[config.mk]
export PLATFORM = sky130hd
export DESIGN_NAME = tbt_csr
export DESIGN_NICKNAME = d
export VERILOG_FILES = /design/src/tbt_pkg.sv /design/src/tbt_irq.sv /design/src/tbt_csr.sv
export SDC_FILE = /design/constraint.sdc
export NUM_CORES = 1
export LEC_CHECK = 0
export ABC_AREA = 1
export ABC_CLOCK_PERIOD_IN_PS = 1500
export BUFFER_PORTS_ARGS = -buffer_cell sky130_fd_sc_hd__buf_2
export CAP_MARGIN = 25
export CORE_MARGIN = 3
export CORE_UTILIZATION = 46
export DETAILED_ROUTE_END_ITERATION = 8
export PLACE_DENSITY = 0.86
export SYNTH_ARGS = -nofsm -noshare
export SYNTH_HDL_FRONTEND = slang
export SYNTH_SLANG_ARGS = --single-unit
export TNS_END_PERCENT = 20
[constraint.sdc]
create_clock -name clk -period 1.5 [get_ports clk]
set_clock_uncertainty 0.15 [all_clocks]
set_input_delay 0.15 -clock clk [delete_from_list [all_inputs] [get_ports clk]]
set_output_delay 0.15 -clock clk [all_outputs]
set_load 0.005 [all_outputs]
[src/tbt_pkg.sv]
// package for the 10BASE-T control/status register block
// assumes a 32-bit apb slave port and one 250 MHz clock domain
package tbt_pkg;

	// ========================================================
	// register map, apb byte addresses
	// ========================================================
	// printed offset is an index, so the byte address is four times it
	localparam logic [7:0] CSR_IDX = 8'h1A;
	localparam logic [7:0] CSR_ADDR = {CSR_IDX[5:0], 2'b00};
	localparam logic [7:0] IRQ_STAT_ADDR = 8'h70;
	localparam logic [7:0] IRQ_MASK_ADDR = 8'h74;

	// ========================================================
	// field positions of the control/status word
	// ========================================================
	localparam int BIT_TOP = 15;
	localparam int RSV_HI = 14;
	localparam int RSV_LO = 12;
	localparam int SQ_HI = 11;
	localparam int SQ_LO = 9;
	localparam int BIT_LOOP = 8;
	localparam int BIT_LP = 7;
	localparam int BIT_FLINK = 6;
	localparam int BIT_FPOL = 5;
	localparam int BIT_POLST = 4;
	localparam int BIT_APOL = 3;
	localparam int BIT_SCALE = 2;
	localparam int BIT_HB = 1;
	localparam int BIT_JAB = 0;

	// squelch 3'b100 at 11:9, scale bit at 2
	localparam logic [15:0] CSR_RST = 16'h0804;
	// writable bits: all but the top bit and the polarity status
	localparam logic [15:0] CSR_WMASK = 16'h7FEF;

	// ========================================================
	// interrupt events
	// ========================================================
	localparam int EV_N = 2;
	localparam int EV_POL = 0;
	localparam int EV_XLINK = 1;
	localparam logic [EV_N-1:0] IRQ_RST = 2'h0;

	// ========================================================
	// carriers
	// ========================================================
	// levels from the neighbouring phy logic, same clock
	typedef struct packed {
		logic basic_control_reg_loopback;
		logic sd_scale_lo;
		logic phy_status_rd;
		logic speed_100;
		logic full_duplex;
		logic link_detect_ok;
		logic rx_pol_reversed;
	} tbt_nbr_t;

	// controls toward the 10BASE-T receive and transmit paths
	typedef struct packed {
		logic [2:0] squelch_level;
		logic loop10_off;
		logic nlp_tx_off;
		logic link10_good;
		logic pol_invert;
		logic pol_status;
		logic [1:0] silence_scale;
		logic heartbeat_en;
		logic jabber_en;
	} tbt_ctl_t;

endpackage

[src/tbt_irq.sv]
// sticky interrupt status with mask, write one to clear
// assumes events are one-cycle pulses on the block clock
`timescale 1ns/1ps
`default_nettype none
module tbt_irq #(
	parameter int N = 2
) (
	// clock, reset, enable
	input wire logic clk,
	input wire logic rst_b,
	input wire logic ce,
	// event pulses
	input wire logic [N-1:0] ev,
	// software access
	input wire logic stat_wr,
	input wire logic mask_wr,
	input wire logic [N-1:0] wdata,
	// state
	output logic [N-1:0] stat_q,
	output logic [N-1:0] mask_q,
	output logic irq
);

	// ========================================================
	// sticky status
	// ========================================================
	// set beats clear so a coincident event is not lost
	always_ff @(posedge clk) begin
		if (!rst_b) begin
			stat_q <= N'(0);
		end else if (ce) begin
			stat_q <= (stat_q & ~(stat_wr ? wdata : N'(0))) | ev;
		end
	end

	// ========================================================
	// mask
	// ========================================================
	always_ff @(posedge clk) begin
		if (!rst_b) begin
			mask_q <= N'(0);
		end else if (ce && mask_wr) begin
			mask_q <= wdata;
		end
	end

	// level output, high while any unmasked bit stands
	assign irq = |(stat_q & mask_q);

endmodule
`default_nettype wire

[src/tbt_csr.sv]
// 10BASE-T control/status register with apb slave and interrupts
// assumes apb master on clk, neighbour levels on clk, force pin async
`timescale 1ns/1ps
`default_nettype none
module tbt_csr (
	// clock, reset, enable
	input wire logic clk,
	input wire logic rst_b,
	input wire logic ce,
	// apb slave
	input wire logic psel,
	input wire logic penable,
	input wire logic pwrite,
	input wire logic [7:0] paddr,
	input wire logic [31:0] pwdata,
	input wire logic [3:0] pstrb,
	output logic [31:0] prdata,
	output logic pready,
	output logic pslverr,
	// neighbouring phy logic and pin
	input wire tbt_pkg::tbt_nbr_t nbr,
	input wire logic external_good_link_override,
	// controls and interrupt
	output tbt_pkg::tbt_ctl_t ctl,
	output logic irq
);

	// ========================================================
	// declarations
	// ========================================================
	logic [15:0] csr_q; // stored word, status bit held apart
	logic pol_latch_q; // latched-high inverted polarity
	logic [31:0] rdata_q; // read data captured at setup
	logic err_q; // unmapped address seen at setup
	logic ack_q; // setup seen, answer ready
	logic xl_s1_q, xl_s2_q, xl_s3_q; // force pin synchroniser
	logic xlink_q; // filtered force pin level
	tbt_pkg::tbt_ctl_t ctl_q; // registered control outputs
	logic setup, access, wr_acc, rd_acc;
	logic csr_wr, stat_wr, mask_wr;
	logic pol_set, pol_clr, xlink_rise;
	logic [tbt_pkg::EV_N-1:0] ev, stat, mask;
	logic [15:0] csr_view;

	// address compare, used by every decode below
	function automatic logic hit(input logic [7:0] a, input logic [7:0] t);
		hit = (a == t);
	endfunction

	// ========================================================
	// apb phases
	// ========================================================
	// taken at the first enabled edge with no answer pending, so a
	// setup cycle that a low ce froze is still caught in the access
	assign setup = psel && !ack_q;
	assign access = psel && penable && ack_q && ce;
	assign wr_acc = access && pwrite;
	assign rd_acc = access && !pwrite;
	assign csr_wr = wr_acc && hit(paddr, tbt_pkg::CSR_ADDR);
	assign stat_wr = wr_acc && hit(paddr, tbt_pkg::IRQ_STAT_ADDR);
	assign mask_wr = wr_acc && hit(paddr, tbt_pkg::IRQ_MASK_ADDR);

	// no wait state while ce is high: answer in the access cycle after a setup
	assign pready = ack_q && ce;
	assign pslverr = pready && err_q;
	assign prdata = rdata_q;

	// readable view, top bit forced low
	always_comb begin
		csr_view = csr_q;
		csr_view[tbt_pkg::BIT_TOP] = 1'b0;
		csr_view[tbt_pkg::BIT_POLST] = pol_latch_q;
	end

	// ========================================================
	// apb answer
	// ========================================================
	// data captured at setup so the output comes from flops
	always_ff @(posedge clk) begin
		if (!rst_b) begin
			rdata_q <= 32'h0000_0000;
			err_q <= 1'b0;
			ack_q <= 1'b0;
		end else if (ce) begin
			if (setup) begin
				ack_q <= 1'b1;
				err_q <= 1'b0;
				rdata_q <= 32'h0000_0000;
				if (hit(paddr, tbt_pkg::CSR_ADDR)) begin
					rdata_q <= {16'h0000, csr_view};
				end else if (hit(paddr, tbt_pkg::IRQ_STAT_ADDR)) begin
					rdata_q <= {30'h0000_0000, stat};
				end else if (hit(paddr, tbt_pkg::IRQ_MASK_ADDR)) begin
					rdata_q <= {30'h0000_0000, mask};
				end else begin
					// unmapped: error answer, zero data
					err_q <= 1'b1;
				end
			end else if (access) begin
				ack_q <= 1'b0;
			end
		end
	end

	// ========================================================
	// control/status word
	// ========================================================
	// byte lanes honoured; read-only bits keep their value
	always_ff @(posedge clk) begin
		if (!rst_b) begin
			csr_q <= tbt_pkg::CSR_RST;
		end else if (ce && csr_wr) begin
			for (int i = 0; i < 16; i++) begin
				if (pstrb[i/8] && tbt_pkg::CSR_WMASK[i]) begin
					csr_q[i] <= pwdata[i];
				end
			end
		end
	end

	// ========================================================
	// polarity status latch
	// ========================================================
	// detection only while auto polarity is on
	assign pol_set = nbr.rx_pol_reversed && !csr_q[tbt_pkg::BIT_APOL];
	// clear only what the read reported, so a later event survives
	assign pol_clr = (rd_acc && hit(paddr, tbt_pkg::CSR_ADDR) &&
		rdata_q[tbt_pkg::BIT_POLST]) || nbr.phy_status_rd;

	always_ff @(posedge clk) begin
		if (!rst_b) begin
			pol_latch_q <= 1'b0;
		end else if (ce) begin
			// set wins over clear
			if (pol_set) begin
				pol_latch_q <= 1'b1;
			end else if (pol_clr) begin
				pol_latch_q <= 1'b0;
			end
		end
	end

	// ========================================================
	// force-link pin synchroniser
	// ========================================================
	// level changes only once the second and third stages agree
	always_ff @(posedge clk) begin
		if (!rst_b) begin
			xl_s1_q <= 1'b0;
			xl_s2_q <= 1'b0;
			xl_s3_q <= 1'b0;
			xlink_q <= 1'b0;
		end else if (ce) begin
			xl_s1_q <= external_good_link_override;
			xl_s2_q <= xl_s1_q;
			xl_s3_q <= xl_s2_q;
			if (xl_s2_q == xl_s3_q) begin
				xlink_q <= xl_s3_q;
			end
		end
	end

	assign xlink_rise = xl_s2_q && xl_s3_q && !xlink_q;

	// ========================================================
	// controls toward the 10BASE-T paths
	// ========================================================
	// registered so the receiver never sees a decode glitch
	always_ff @(posedge clk) begin
		if (!rst_b) begin
			ctl_q <= '0;
		end else if (ce) begin
			ctl_q.squelch_level <= csr_q[tbt_pkg::SQ_HI:tbt_pkg::SQ_LO];
			ctl_q.loop10_off <= csr_q[tbt_pkg::BIT_LOOP] |
				nbr.basic_control_reg_loopback;
			ctl_q.nlp_tx_off <= csr_q[tbt_pkg::BIT_LP] | xlink_q;
			ctl_q.link10_good <= csr_q[tbt_pkg::BIT_FLINK] | xlink_q |
				nbr.link_detect_ok;
			// override forces inversion; else auto correction if enabled
			ctl_q.pol_invert <= csr_q[tbt_pkg::BIT_FPOL] |
				(!csr_q[tbt_pkg::BIT_APOL] & nbr.rx_pol_reversed);
			ctl_q.pol_status <= pol_latch_q;
			ctl_q.silence_scale <= {csr_q[tbt_pkg::BIT_SCALE],
				nbr.sd_scale_lo};
			// heartbeat off at 100 Mb or full duplex whatever the bit
			ctl_q.heartbeat_en <= !nbr.speed_100 && !nbr.full_duplex &&
				!csr_q[tbt_pkg::BIT_HB];
			// jabber guard: only meaningful at 10 Mb; keep it off for
			// continuous test patterns by setting the jabber bit first
			ctl_q.jabber_en <= !nbr.speed_100 &&
				!csr_q[tbt_pkg::BIT_JAB];
		end
	end

	assign ctl = ctl_q;

	// ========================================================
	// interrupts
	// ========================================================
	always_comb begin
		ev = '0;
		ev[tbt_pkg::EV_POL] = ce && pol_set && !pol_latch_q;
		ev[tbt_pkg::EV_XLINK] = ce && xlink_rise;
	end

	tbt_irq #(
		.N(tbt_pkg::EV_N)
	) u_irq (
		.clk(clk),
		.rst_b(rst_b),
		.ce(ce),
		.ev(ev),
		.stat_wr(stat_wr && pstrb[0]),
		.mask_wr(mask_wr && pstrb[0]),
		.wdata(pwdata[tbt_pkg::EV_N-1:0]),
		.stat_q(stat),
		.mask_q(mask),
		.irq(irq)
	);

	// ========================================================
	// assertions
	// ========================================================
	// run_q lags reset by one edge: checks wake only once the
	// release edge has passed and the outputs left their reset values
	logic run_q;
	always_ff @(posedge clk) begin
		run_q <= rst_b;
	end
endmodule
`default_nettype wire

# Word-level counts from Yosys, hierarchy flattened
# Index checks and enable logic that the tools add are counted.
# totals
regBits,69
output_inout_bits,47
# classes
n_eq_ne,4
muxes,11
bitwise_logic,10
n_reduce_logical,45
# ops
op,n
logical AND 1 bit,26
"equality test 8 x 7 -> 1 bit, second input constant",3
2-to-1 mux 15 bit,1
AND reduction 2 bit,6
logical NOT 1 bit,9
2-to-1 mux 1 bit,7
2-to-1 mux 2 bit,3
bitwise OR 1 bit,5
AND 2 bit,2
nonzero test 2 bit,2
inverter 2 bit,1
bitwise OR 2 bit,1
OR reduction 2 bit,1
AND 1 bit,1
equality test 1 bit,1
logical OR 1 bit,1

# Depth between registers and ports, before layout
# Gate-level depths: netlist of run 1.
# depth
depth_word,10
ltp_mapped,8

# Cells and area by module
# From an unflattened synthesis of run 1, not the netlist that was laid out.
# hier_totals
cells_unflattened,316
area_unflattened_um2,2356.0
# modules_own_cells
mod,n_inst,cells_per_inst,area_each_um2
tbt_csr,1,294,2185.8
tbt_irq,1,22,170.2

# Least setup slack after synthesis of run 1
# Ideal clock, no wire load.
# synth_timing
kind,reg2reg
startpoint,reg ack_q
endpoint,reg csr_q[12]
setup_ns,0.116
t_arrival_ns,1.040
required_time_ns,1.234
setup_slack_ns,0.194
stages_incl_launch_ff,8
period_less_slack_ns,1.306
cell_sequence,dfxtp_1 nand2_1 nor2_4 nand3_2 nor2_4 inv_2 nor2_1 nor2_1
# synth_between
elab_chain_len,6
# synth_lines
element,line_no,rtl
from (decl),tbt_csr.sv:35,logic ack_q;
from (signal assigned),tbt_csr.sv:83,ack_q <= 1'b0;
from (signal assigned),tbt_csr.sv:86,ack_q <= 1'b1;
from (signal assigned),tbt_csr.sv:100,ack_q <= 1'b0;
logical AND 1 bit (2 in a row),tbt_csr.sv:56,assign access = psel && penable && ack_q && ce;
logical AND 1 bit,tbt_csr.sv:57,assign wr_acc = access && pwrite;
logical AND 1 bit,tbt_csr.sv:59,"assign csr_wr = wr_acc && hit(paddr, tbt_pkg::CSR_ADDR);"
logical AND 1 bit,tbt_csr.sv:112,end else if (ce && csr_wr) begin
AND reduction 2 bit (no source line),-,
to (signal assigned),tbt_csr.sv:111,csr_q <= tbt_pkg::CSR_RST;
"to (signal, indexed assignment)",tbt_csr.sv:115,csr_q[i] <= pwdata[i];
to (decl),tbt_csr.sv:31,logic [15:0] csr_q;
# No other way between the ends.
# A chain may end at the register's enable or synchronous reset.

# Worst setup path after layout of run 1
# layout_timing
startpoint,reg ack_q
endpoint,reg csr_q[10]
# The elaborated chain is that of the path after synthesis.

==> impl_metrics.xml, run 1 <==
<?xml version="1.0" encoding="UTF-8"?>
<metrics>
  <group name="status">
    <metric name="status" unit="">finished clean</metric>
  </group>
  <group name="setup_path">
    <metric name="timing.critical_path.cells" unit="">nand2_2 &gt; nor2_4 &gt; nand3_2 &gt; nor2_4 &gt; inv_4 &gt; nor2_2 &gt; nor2_1</metric>
    <metric name="critical-path-top-cell-by-count" unit="">nor2_4</metric>
    <metric name="path_class" unit="">reg -&gt; reg</metric>
    <metric name="critical_path_s_slowest_cell" unit="">dfxtp_2</metric>
    <metric name="crit_path_max_incr_delay" unit="ps">350</metric>
    <metric name="worst_setup_path_start_kind" unit="">register</metric>
    <metric name="reg2reg_slack" unit="ps">70</metric>
    <metric name="critPathArrivalTime" unit="ps">1470</metric>
    <metric name="worst-path-max-fanout" unit="">7</metric>
    <metric name="endpoint_kind" unit="">register</metric>
    <metric name="timing.critical_path.required" unit="ps">1540</metric>
  </group>
  <group name="route">
    <metric name="postRouteWirelength" unit="um">5820</metric>
    <metric name="drt_first_pass_iters" unit="">4</metric>
    <metric name="routedWlPerCell" unit="um">12.60</metric>
    <metric name="routed_vias_inst" unit="">4.818</metric>
    <metric name="final_antenna_net_count" unit="">0</metric>
    <metric name="first_iter_violations" unit="">91</metric>
    <metric name="dr_total_vias" unit="">2226</metric>
    <metric name="drc_errors" unit="">0</metric>
  </group>
  <group name="place">
    <metric name="numPortBuffers" unit="">67</metric>
    <metric name="placed_area" unit="um^2">2630</metric>
    <metric name="finalWeightedCongestion" unit="">0.8454</metric>
    <metric name="detailed_place_hpwl" unit="um">3916</metric>
  </group>
  <group name="die">
    <metric name="pin_count" unit="">105</metric>
    <metric name="die_height" unit="um">75.97</metric>
    <metric name="fp-row-count" unit="">24</metric>
    <metric name="die_w" unit="um">75.97</metric>
    <metric name="placeableCoreArea" unit="um^2">4534</metric>
    <metric name="die-area" unit="um^2">5771</metric>
    <metric name="initial_utilization" unit="">0.4967</metric>
  </group>
  <group name="logic_synthesis">
    <metric name="synthDominantAreaCellType" unit="">dfxtp_1</metric>
    <metric name="post_synth_num_cell_types" unit="">25</metric>
    <metric name="synth_top_cells_by_area" unit="">dfxtp_1 (46%), o21ai_0 (9.3%), nor2_1 (8.3%), nand2_1 (6.5%), a21oi_1 (6.2%)</metric>
    <metric name="synth.avg_cell_area" unit="um^2">7.433</metric>
    <metric name="synth_cells" unit="">303</metric>
    <metric name="portion_of_synthesized_cell_area_occupied_by_the_leading_cell_type" unit="">0.4622</metric>
    <metric name="seq_area_frac_synth" unit="">0.4622</metric>
    <metric name="yosys_warnings" unit="">0</metric>
    <metric name="synthesis.area" unit="um^2">2252</metric>
    <metric name="ys_seq_elements" unit="">52</metric>
  </group>
  <group name="clock_tree">
    <metric name="clkSinkCount" unit="">52</metric>
    <metric name="cts_made_buffers" unit="">5</metric>
    <metric name="clk_path_buf_depth" unit="">2</metric>
    <metric name="cts_tree" unit="">yes</metric>
    <metric name="clk-insertion-delay-late" unit="ps">310</metric>
    <metric name="clock_tree.htree_level_count" unit="">2</metric>
    <metric name="clk_pin_slew" unit="ps">100</metric>
    <metric name="cts-root-buf" unit="">clkbuf_8</metric>
  </group>
  <group name="timing">
    <metric name="timing_max_transition_violations_final" unit="">0</metric>
    <metric name="max_freq" unit="MHz">698.5</metric>
    <metric name="layout_worst_path_cycle_share" unit="">0.9544</metric>
    <metric name="layout_min_cycle_time" unit="ps">1432</metric>
    <metric name="final_setup_viols" unit="">0</metric>
    <metric name="rsz0062_at_grt" unit="">true</metric>
    <metric name="final-hold-violation-count" unit="">0</metric>
  </group>
  <group name="finish">
    <metric name="design.final.nets" unit="">455</metric>
    <metric name="fin_util" unit="">0.6529</metric>
    <metric name="postLayoutCellArea" unit="um^2">2960</metric>
    <metric name="multi_input_comb_area" unit="um^2">1015</metric>
    <metric name="diodes" unit="">0</metric>
    <metric name="fillerInstances" unit="">394</metric>
    <metric name="drive_gt1_frac" unit="">0.2620</metric>
    <metric name="layout-area-overhead-vs-synth" unit="%">31.44</metric>
    <metric name="area.sequential" unit="um^2">1042</metric>
  </group>
  <group name="power_and_ir_drop">
    <metric name="p_per_area" unit="nW/um^2">888.4</metric>
    <metric name="total_leakage_power" unit="nW">1.381</metric>
    <metric name="peakVddDrop" unit="uV">781.3</metric>
  </group>
  <group name="global_routing">
    <metric name="grt.overflow.total" unit="">0</metric>
    <metric name="grt_pass1_wl" unit="um">9494</metric>
    <metric name="track_usage" unit="">0.2001</metric>
    <metric name="antenna_found_initial" unit="">0</metric>
    <metric name="grt_pass1_vias" unit="">2071</metric>
    <metric name="grt_max_degree" unit="">31</metric>
  </group>
  <group name="worst_hold_path">
    <metric name="min_path_type" unit="">in -&gt; reg</metric>
  </group>
  <group name="job">
    <metric name="cap_violations" unit="">0</metric>
  </group>
</metrics>
==> critical path: cells and delay by family (launching register included) <==
kind | cells | cell delay, ps
and+or+nand+nor | 6 | 720
DFF | 1 | 350
buffers and inverters | 1 | 80
==> cell families (layout without fill, tap and decap cells) <==
kind of cell / count (synthesis) / after routing / share of synthesized area
AO/OA/AOI/OAI: 73 / 73 / 0.1644
flip-flops: 52 / 52 / 0.4622
buffers and inverters: 51 / 129 / 0.1161
AND/OR/NAND/NOR: 125 / 125 / 0.2500
adder cells (fa/ha/maj): 1 / 1 / 0.005555
other: 1 / 17 / 0.001665
==> cell type report <==
class,count,share of cell area
clock buffers,6,0.02790
clock inverters,2,0.003381
inverters,22,0.02874
multi-input cells,216,0.3428
flip-flops and latches,52,0.3521
well taps,65,0.02747
repair buffers,99,0.2177
==> state kept, by name, indices dropped and copies added (netlist names) <==
name / flops
ctl: 12
u_irq.stat_q: 2
csr_q: 14
ack_q: 1
pol_latch_q: 1
xl_s2_q: 1
u_irq.mask_q: 2
xl_s1_q: 1
xlink_q: 1
prdata: 15
err_q: 1
xl_s3_q: 1
==> final timing paths <==
kind,start,end,cells after the start
min reg2reg,prdata[1],prdata[1],2
max reg2reg,ack_q,csr_q[10],7
min,nbr[0],u_irq.stat_q[0],3
max,ack_q,csr_q[10],7
==> metal layers <==
metal / global-route usage / up-vias / routed length, um / part of all wire
met5: 0 / - / 0 / 0
met4: 0.05978 / 0 / 119 / 0.020
met3: 0.06265 / 11 / 414 / 0.071
met2: 0.3511 / 95 / 2914 / 0.50
met1: 0.2337 / 982 / 2372 / 0.41
li1: - / 1138 / - / -
==> stage by stage <==
step	setup TNS [ps]	hold WS (ps)	cells	power [W]	setup WS, ps
after detailed placement	0	223.0	431	0.001785	3.680
final	0	9.007	462	0.002630	68.41
after global placement	0	212.1	431	0.001778	37.12
after floorplan	0	124.6	319	0.001668	194.2
after global routing	-12.90	2.440	462	0.002739	-8.606
after CTS	0	8.882	460	0.002629	51.93
==> cell usage after synthesis <==
cell and n:
dfxtp_1 52, nor2_1 50, o21ai_0 42, nand2_1 39, a21oi_1 28, buf_4 18, inv_1 17, nand3_1 16
clkbuf_1 9, nor3_1 6, inv_2 4, nand2_2 3, nor2_2 3, nor2_4 3, buf_2 2, nand4_1 2
a22o_1 1, a31oi_1 1, clkinv_1 1, conb_1 1, ha_1 1, nand3_2 1, nand3_4 1, nand3b_1 1
o21ai_1 1
==> power breakdown <==
part | leakage, nW | total, W | internal [W] | switching, W
Clock | 0.0510 | 0.000827 | 0.000369 | 0.000458
Combinational | 0.904 | 0.000336 | 0.000162 | 0.000174
Sequential | 0.426 | 0.00147 | 0.00144 | 0.0000293
Total | 1.38 | 0.00263 | 0.00197 | 0.000662
==> cell usage in the layout, fill, tap and decap left out, types with 4 or more instances in the layout <==
cell type / Yosys / final
buf_2: 2 / 67
dfxtp_1: 52 / 51
nor2_1: 50 / 49
o21ai_0: 42 / 39
nand2_1: 39 / 38
a21oi_1: 28 / 28
dlygate4sd3_1: 0 / 21
inv_1: 17 / 17
conb_1: 1 / 17
nand3_1: 16 / 16
buf_4: 18 / 9
nor3_1: 6 / 6
clkbuf_8: 0 / 6
nor2_2: 3 / 4
nand2_2: 3 / 4
o21ai_1: 1 / 4
==> repair_timing <==
action                                  4_1_cts  5_1_grt
hold buffers                                 21        0
gates resized for setup                       0        8
endpoints found under the setup margin        0       12
setup buffers                                 0        2
hold endpoints to repair                     21        0
(Power assumes the default switching activity.)
==> run 2: changes to the inputs <==
--- a/config.mk
+++ b/config.mk
@@ -12,6 +12,7 @@
 export CORE_MARGIN = 3
 export CORE_UTILIZATION = 46
 export DETAILED_ROUTE_END_ITERATION = 8
+export MAX_ROUTING_LAYER = met4
 export PLACE_DENSITY = 0.86
 export SYNTH_ARGS = -nofsm -noshare
 export SYNTH_HDL_FRONTEND = slang
==> impl_metrics.xml, run 2 (same netlist as run 1, synthesis figures left out) <==
<?xml version="1.0" encoding="UTF-8"?>
<metrics>
  <group name="finish">
    <metric name="largest_reg_flops" unit="">15</metric>
    <metric name="most_common_cell_after_layout_fill_and_taps_aside" unit="">buf_2</metric>
    <metric name="multi_input_comb_area" unit="um^2">1017</metric>
    <metric name="design.final.nets" unit="">457</metric>
    <metric name="diodes" unit="">0</metric>
    <metric name="commonest_cells_after_routing_fill_and_taps_aside" unit="">buf_2 (67), dfxtp_1 (51), nor2_1 (48), o21ai_0 (42), nand2_1 (38)</metric>
    <metric name="fin_util" unit="">0.6567</metric>
    <metric name="layout-area-overhead-vs-synth" unit="%">32.22</metric>
    <metric name="area.sequential" unit="um^2">1042</metric>
    <metric name="postLayoutCellArea" unit="um^2">2978</metric>
    <metric name="stdcell_count" unit="">464</metric>
    <metric name="drive_gt1_frac" unit="">0.2657</metric>
    <metric name="fillerInstances" unit="">405</metric>
  </group>
  <group name="global_routing">
    <metric name="grt_max_degree" unit="">31</metric>
    <metric name="grt_pass1_vias" unit="">2146</metric>
    <metric name="antenna_found_initial" unit="">0</metric>
    <metric name="track_usage" unit="">0.2113</metric>
    <metric name="grt_pass1_wl" unit="um">9791</metric>
    <metric name="grt.overflow.total" unit="">0</metric>
  </group>
  <group name="die">
    <metric name="die_height" unit="um">75.97</metric>
    <metric name="initial_utilization" unit="">0.4967</metric>
    <metric name="placeableCoreArea" unit="um^2">4534</metric>
    <metric name="die_w" unit="um">75.97</metric>
    <metric name="die-area" unit="um^2">5771</metric>
    <metric name="pin_count" unit="">105</metric>
    <metric name="fp-row-count" unit="">24</metric>
  </group>
  <group name="timing">
    <metric name="final_setup_viols" unit="">0</metric>
    <metric name="final-hold-violation-count" unit="">0</metric>
    <metric name="max_freq" unit="MHz">715.0</metric>
    <metric name="fin_tns_setup" unit="ps">0</metric>
    <metric name="layout_min_cycle_time" unit="ps">1399</metric>
    <metric name="layout_worst_path_cycle_share" unit="">0.9324</metric>
    <metric name="timing_max_transition_violations_final" unit="">0</metric>
    <metric name="rsz0062_at_grt" unit="">false</metric>
  </group>
  <group name="power_and_ir_drop">
    <metric name="total_leakage_power" unit="nW">1.389</metric>
    <metric name="peakVddDrop" unit="uV">937.6</metric>
    <metric name="p_per_area" unit="nW/um^2">886.0</metric>
  </group>
  <group name="route">
    <metric name="drt_first_pass_iters" unit="">5</metric>
    <metric name="final_antenna_net_count" unit="">0</metric>
    <metric name="postRouteWirelength" unit="um">5946</metric>
    <metric name="routedWlPerCell" unit="um">12.81</metric>
    <metric name="routed_vias_inst" unit="">4.843</metric>
    <metric name="first_iter_violations" unit="">127</metric>
    <metric name="drc_errors" unit="">0</metric>
    <metric name="dr_total_vias" unit="">2247</metric>
  </group>
  <group name="setup_path">
    <metric name="reg2reg_slack" unit="ps">100</metric>
    <metric name="worst-path-max-fanout" unit="">7</metric>
    <metric name="worst_setup_path_start_kind" unit="">register</metric>
    <metric name="timing.critical_path.cells" unit="">nand2_2 &gt; nor2_4 &gt; nand3_2 &gt; nor2_4 &gt; inv_2 &gt; nor2_2 &gt; nor2_1</metric>
    <metric name="worst_path_dominant_cell_family" unit="">simple AND/OR/NAND/NOR gates</metric>
    <metric name="timing.critical_path.required" unit="ps">1550</metric>
    <metric name="critical-path-top-cell-by-count" unit="">nor2_4</metric>
    <metric name="r2r_end" unit="">csr_q[10]</metric>
    <metric name="path_class" unit="">reg -&gt; reg</metric>
    <metric name="crit_path_max_incr_delay" unit="ps">340</metric>
    <metric name="cp_num_buf_inv" unit="">1</metric>
    <metric name="worst-r2r-cell-count" unit="">7</metric>
    <metric name="critPathArrivalTime" unit="ps">1450</metric>
    <metric name="critical_path_s_slowest_cell" unit="">dfxtp_2</metric>
    <metric name="endpoint_kind" unit="">register</metric>
    <metric name="crit-reg2reg-launch" unit="">ack_q</metric>
  </group>
  <group name="worst_hold_path">
    <metric name="worstHoldEndpoint" unit="">csr_q[1]</metric>
    <metric name="min_path_type" unit="">in -&gt; reg</metric>
    <metric name="min-delay-start" unit="">pstrb[0]</metric>
    <metric name="number_of_cells_traversed_by_the_worst_hold_path" unit="">3</metric>
  </group>
  <group name="clock_tree">
    <metric name="clk_path_buf_depth" unit="">2</metric>
    <metric name="clk_pin_slew" unit="ps">90</metric>
    <metric name="clkSinkCount" unit="">52</metric>
    <metric name="clk-insertion-delay-late" unit="ps">310</metric>
    <metric name="cts_tree" unit="">yes</metric>
    <metric name="clock_tree.htree_level_count" unit="">2</metric>
    <metric name="cts-root-buf" unit="">clkbuf_8</metric>
    <metric name="cts_made_buffers" unit="">5</metric>
  </group>
  <group name="place">
    <metric name="numPlacedInstances" unit="">432</metric>
    <metric name="finalWeightedCongestion" unit="">0.8536</metric>
    <metric name="numPortBuffers" unit="">67</metric>
    <metric name="detailed_place_hpwl" unit="um">4012</metric>
    <metric name="placed_area" unit="um^2">2638</metric>
  </group>
  <group name="status">
    <metric name="status" unit="">finished clean</metric>
  </group>
  <group name="job">
    <metric name="cap_violations" unit="">0</metric>
  </group>
</metrics>
## run 2: cell type report
cell class / instances / share of cell area
Timing Repair Buffer: 101 / 0.2223
Multi-Input combinational cell: 216 / 0.3416
Sequential cell: 52 / 0.3500
Clock inverter: 2 / 0.003361
Clock buffer: 6 / 0.02773
Tap cell: 65 / 0.02731
Inverter: 22 / 0.02773
## run 2: worst max path at each step
| stage | start | end | slack (ps) | depth (start not counted) |
|---|---|---|---|---|
| after floorplan | ack_q | csr_q[12] | 190 | 7 |
| after global placement | paddr[0] | csr_q[12] | 40 | 9 |
| after detailed placement | paddr[1] | csr_q[9] | -7 | 9 |
| after CTS | ack_q | csr_q[9] | 60 | 7 |
| after global routing | ack_q | csr_q[14] | 4 | 7 |
| final | ack_q | csr_q[10] | 100 | 7 |
## run 2: layer usage
layer | vias to the layer above | wire [um] | track usage
li1 | 1140 | - | -
met1 | 992 | 2418 | 0.2356
met2 | 99 | 2916 | 0.3652
met3 | 16 | 479 | 0.05674
met4 | 0 | 132 | 0.07428
met5 | - | 0 | -
## run 2: tightest hold or removal path, stage by stage
cell	delay, ps
buf_2	130
nand4_1	90
a21oi_1	60
## run 2: repair_timing
item | in CTS | in global routing
hold buffers | 22 | 0
gates resized for setup | 0 | 5
buffers inserted | 0 | 2
hold endpoints to repair | 22 | 0
endpoints found under the setup margin | 0 | 13
## run 2: report_power, final
| part | internal [W] | switching [W] |
|---|---|---|
| clock | 0.000369 | 0.000460 |
| sequential | 0.00144 | 0.0000280 |
| combinational | 0.000166 | 0.000178 |
## run 2: metrics by stage
step	power, W	setup slack, ps	hold WS, ps
floorplan	0.001668	194.2	124.6
global placement	0.001779	44.31	212.7
detailed placement	0.001788	-7.158	221.6
CTS	0.002650	64.66	7.935
global route	0.002742	3.651	12.19
finish	0.002638	101.4	20.85
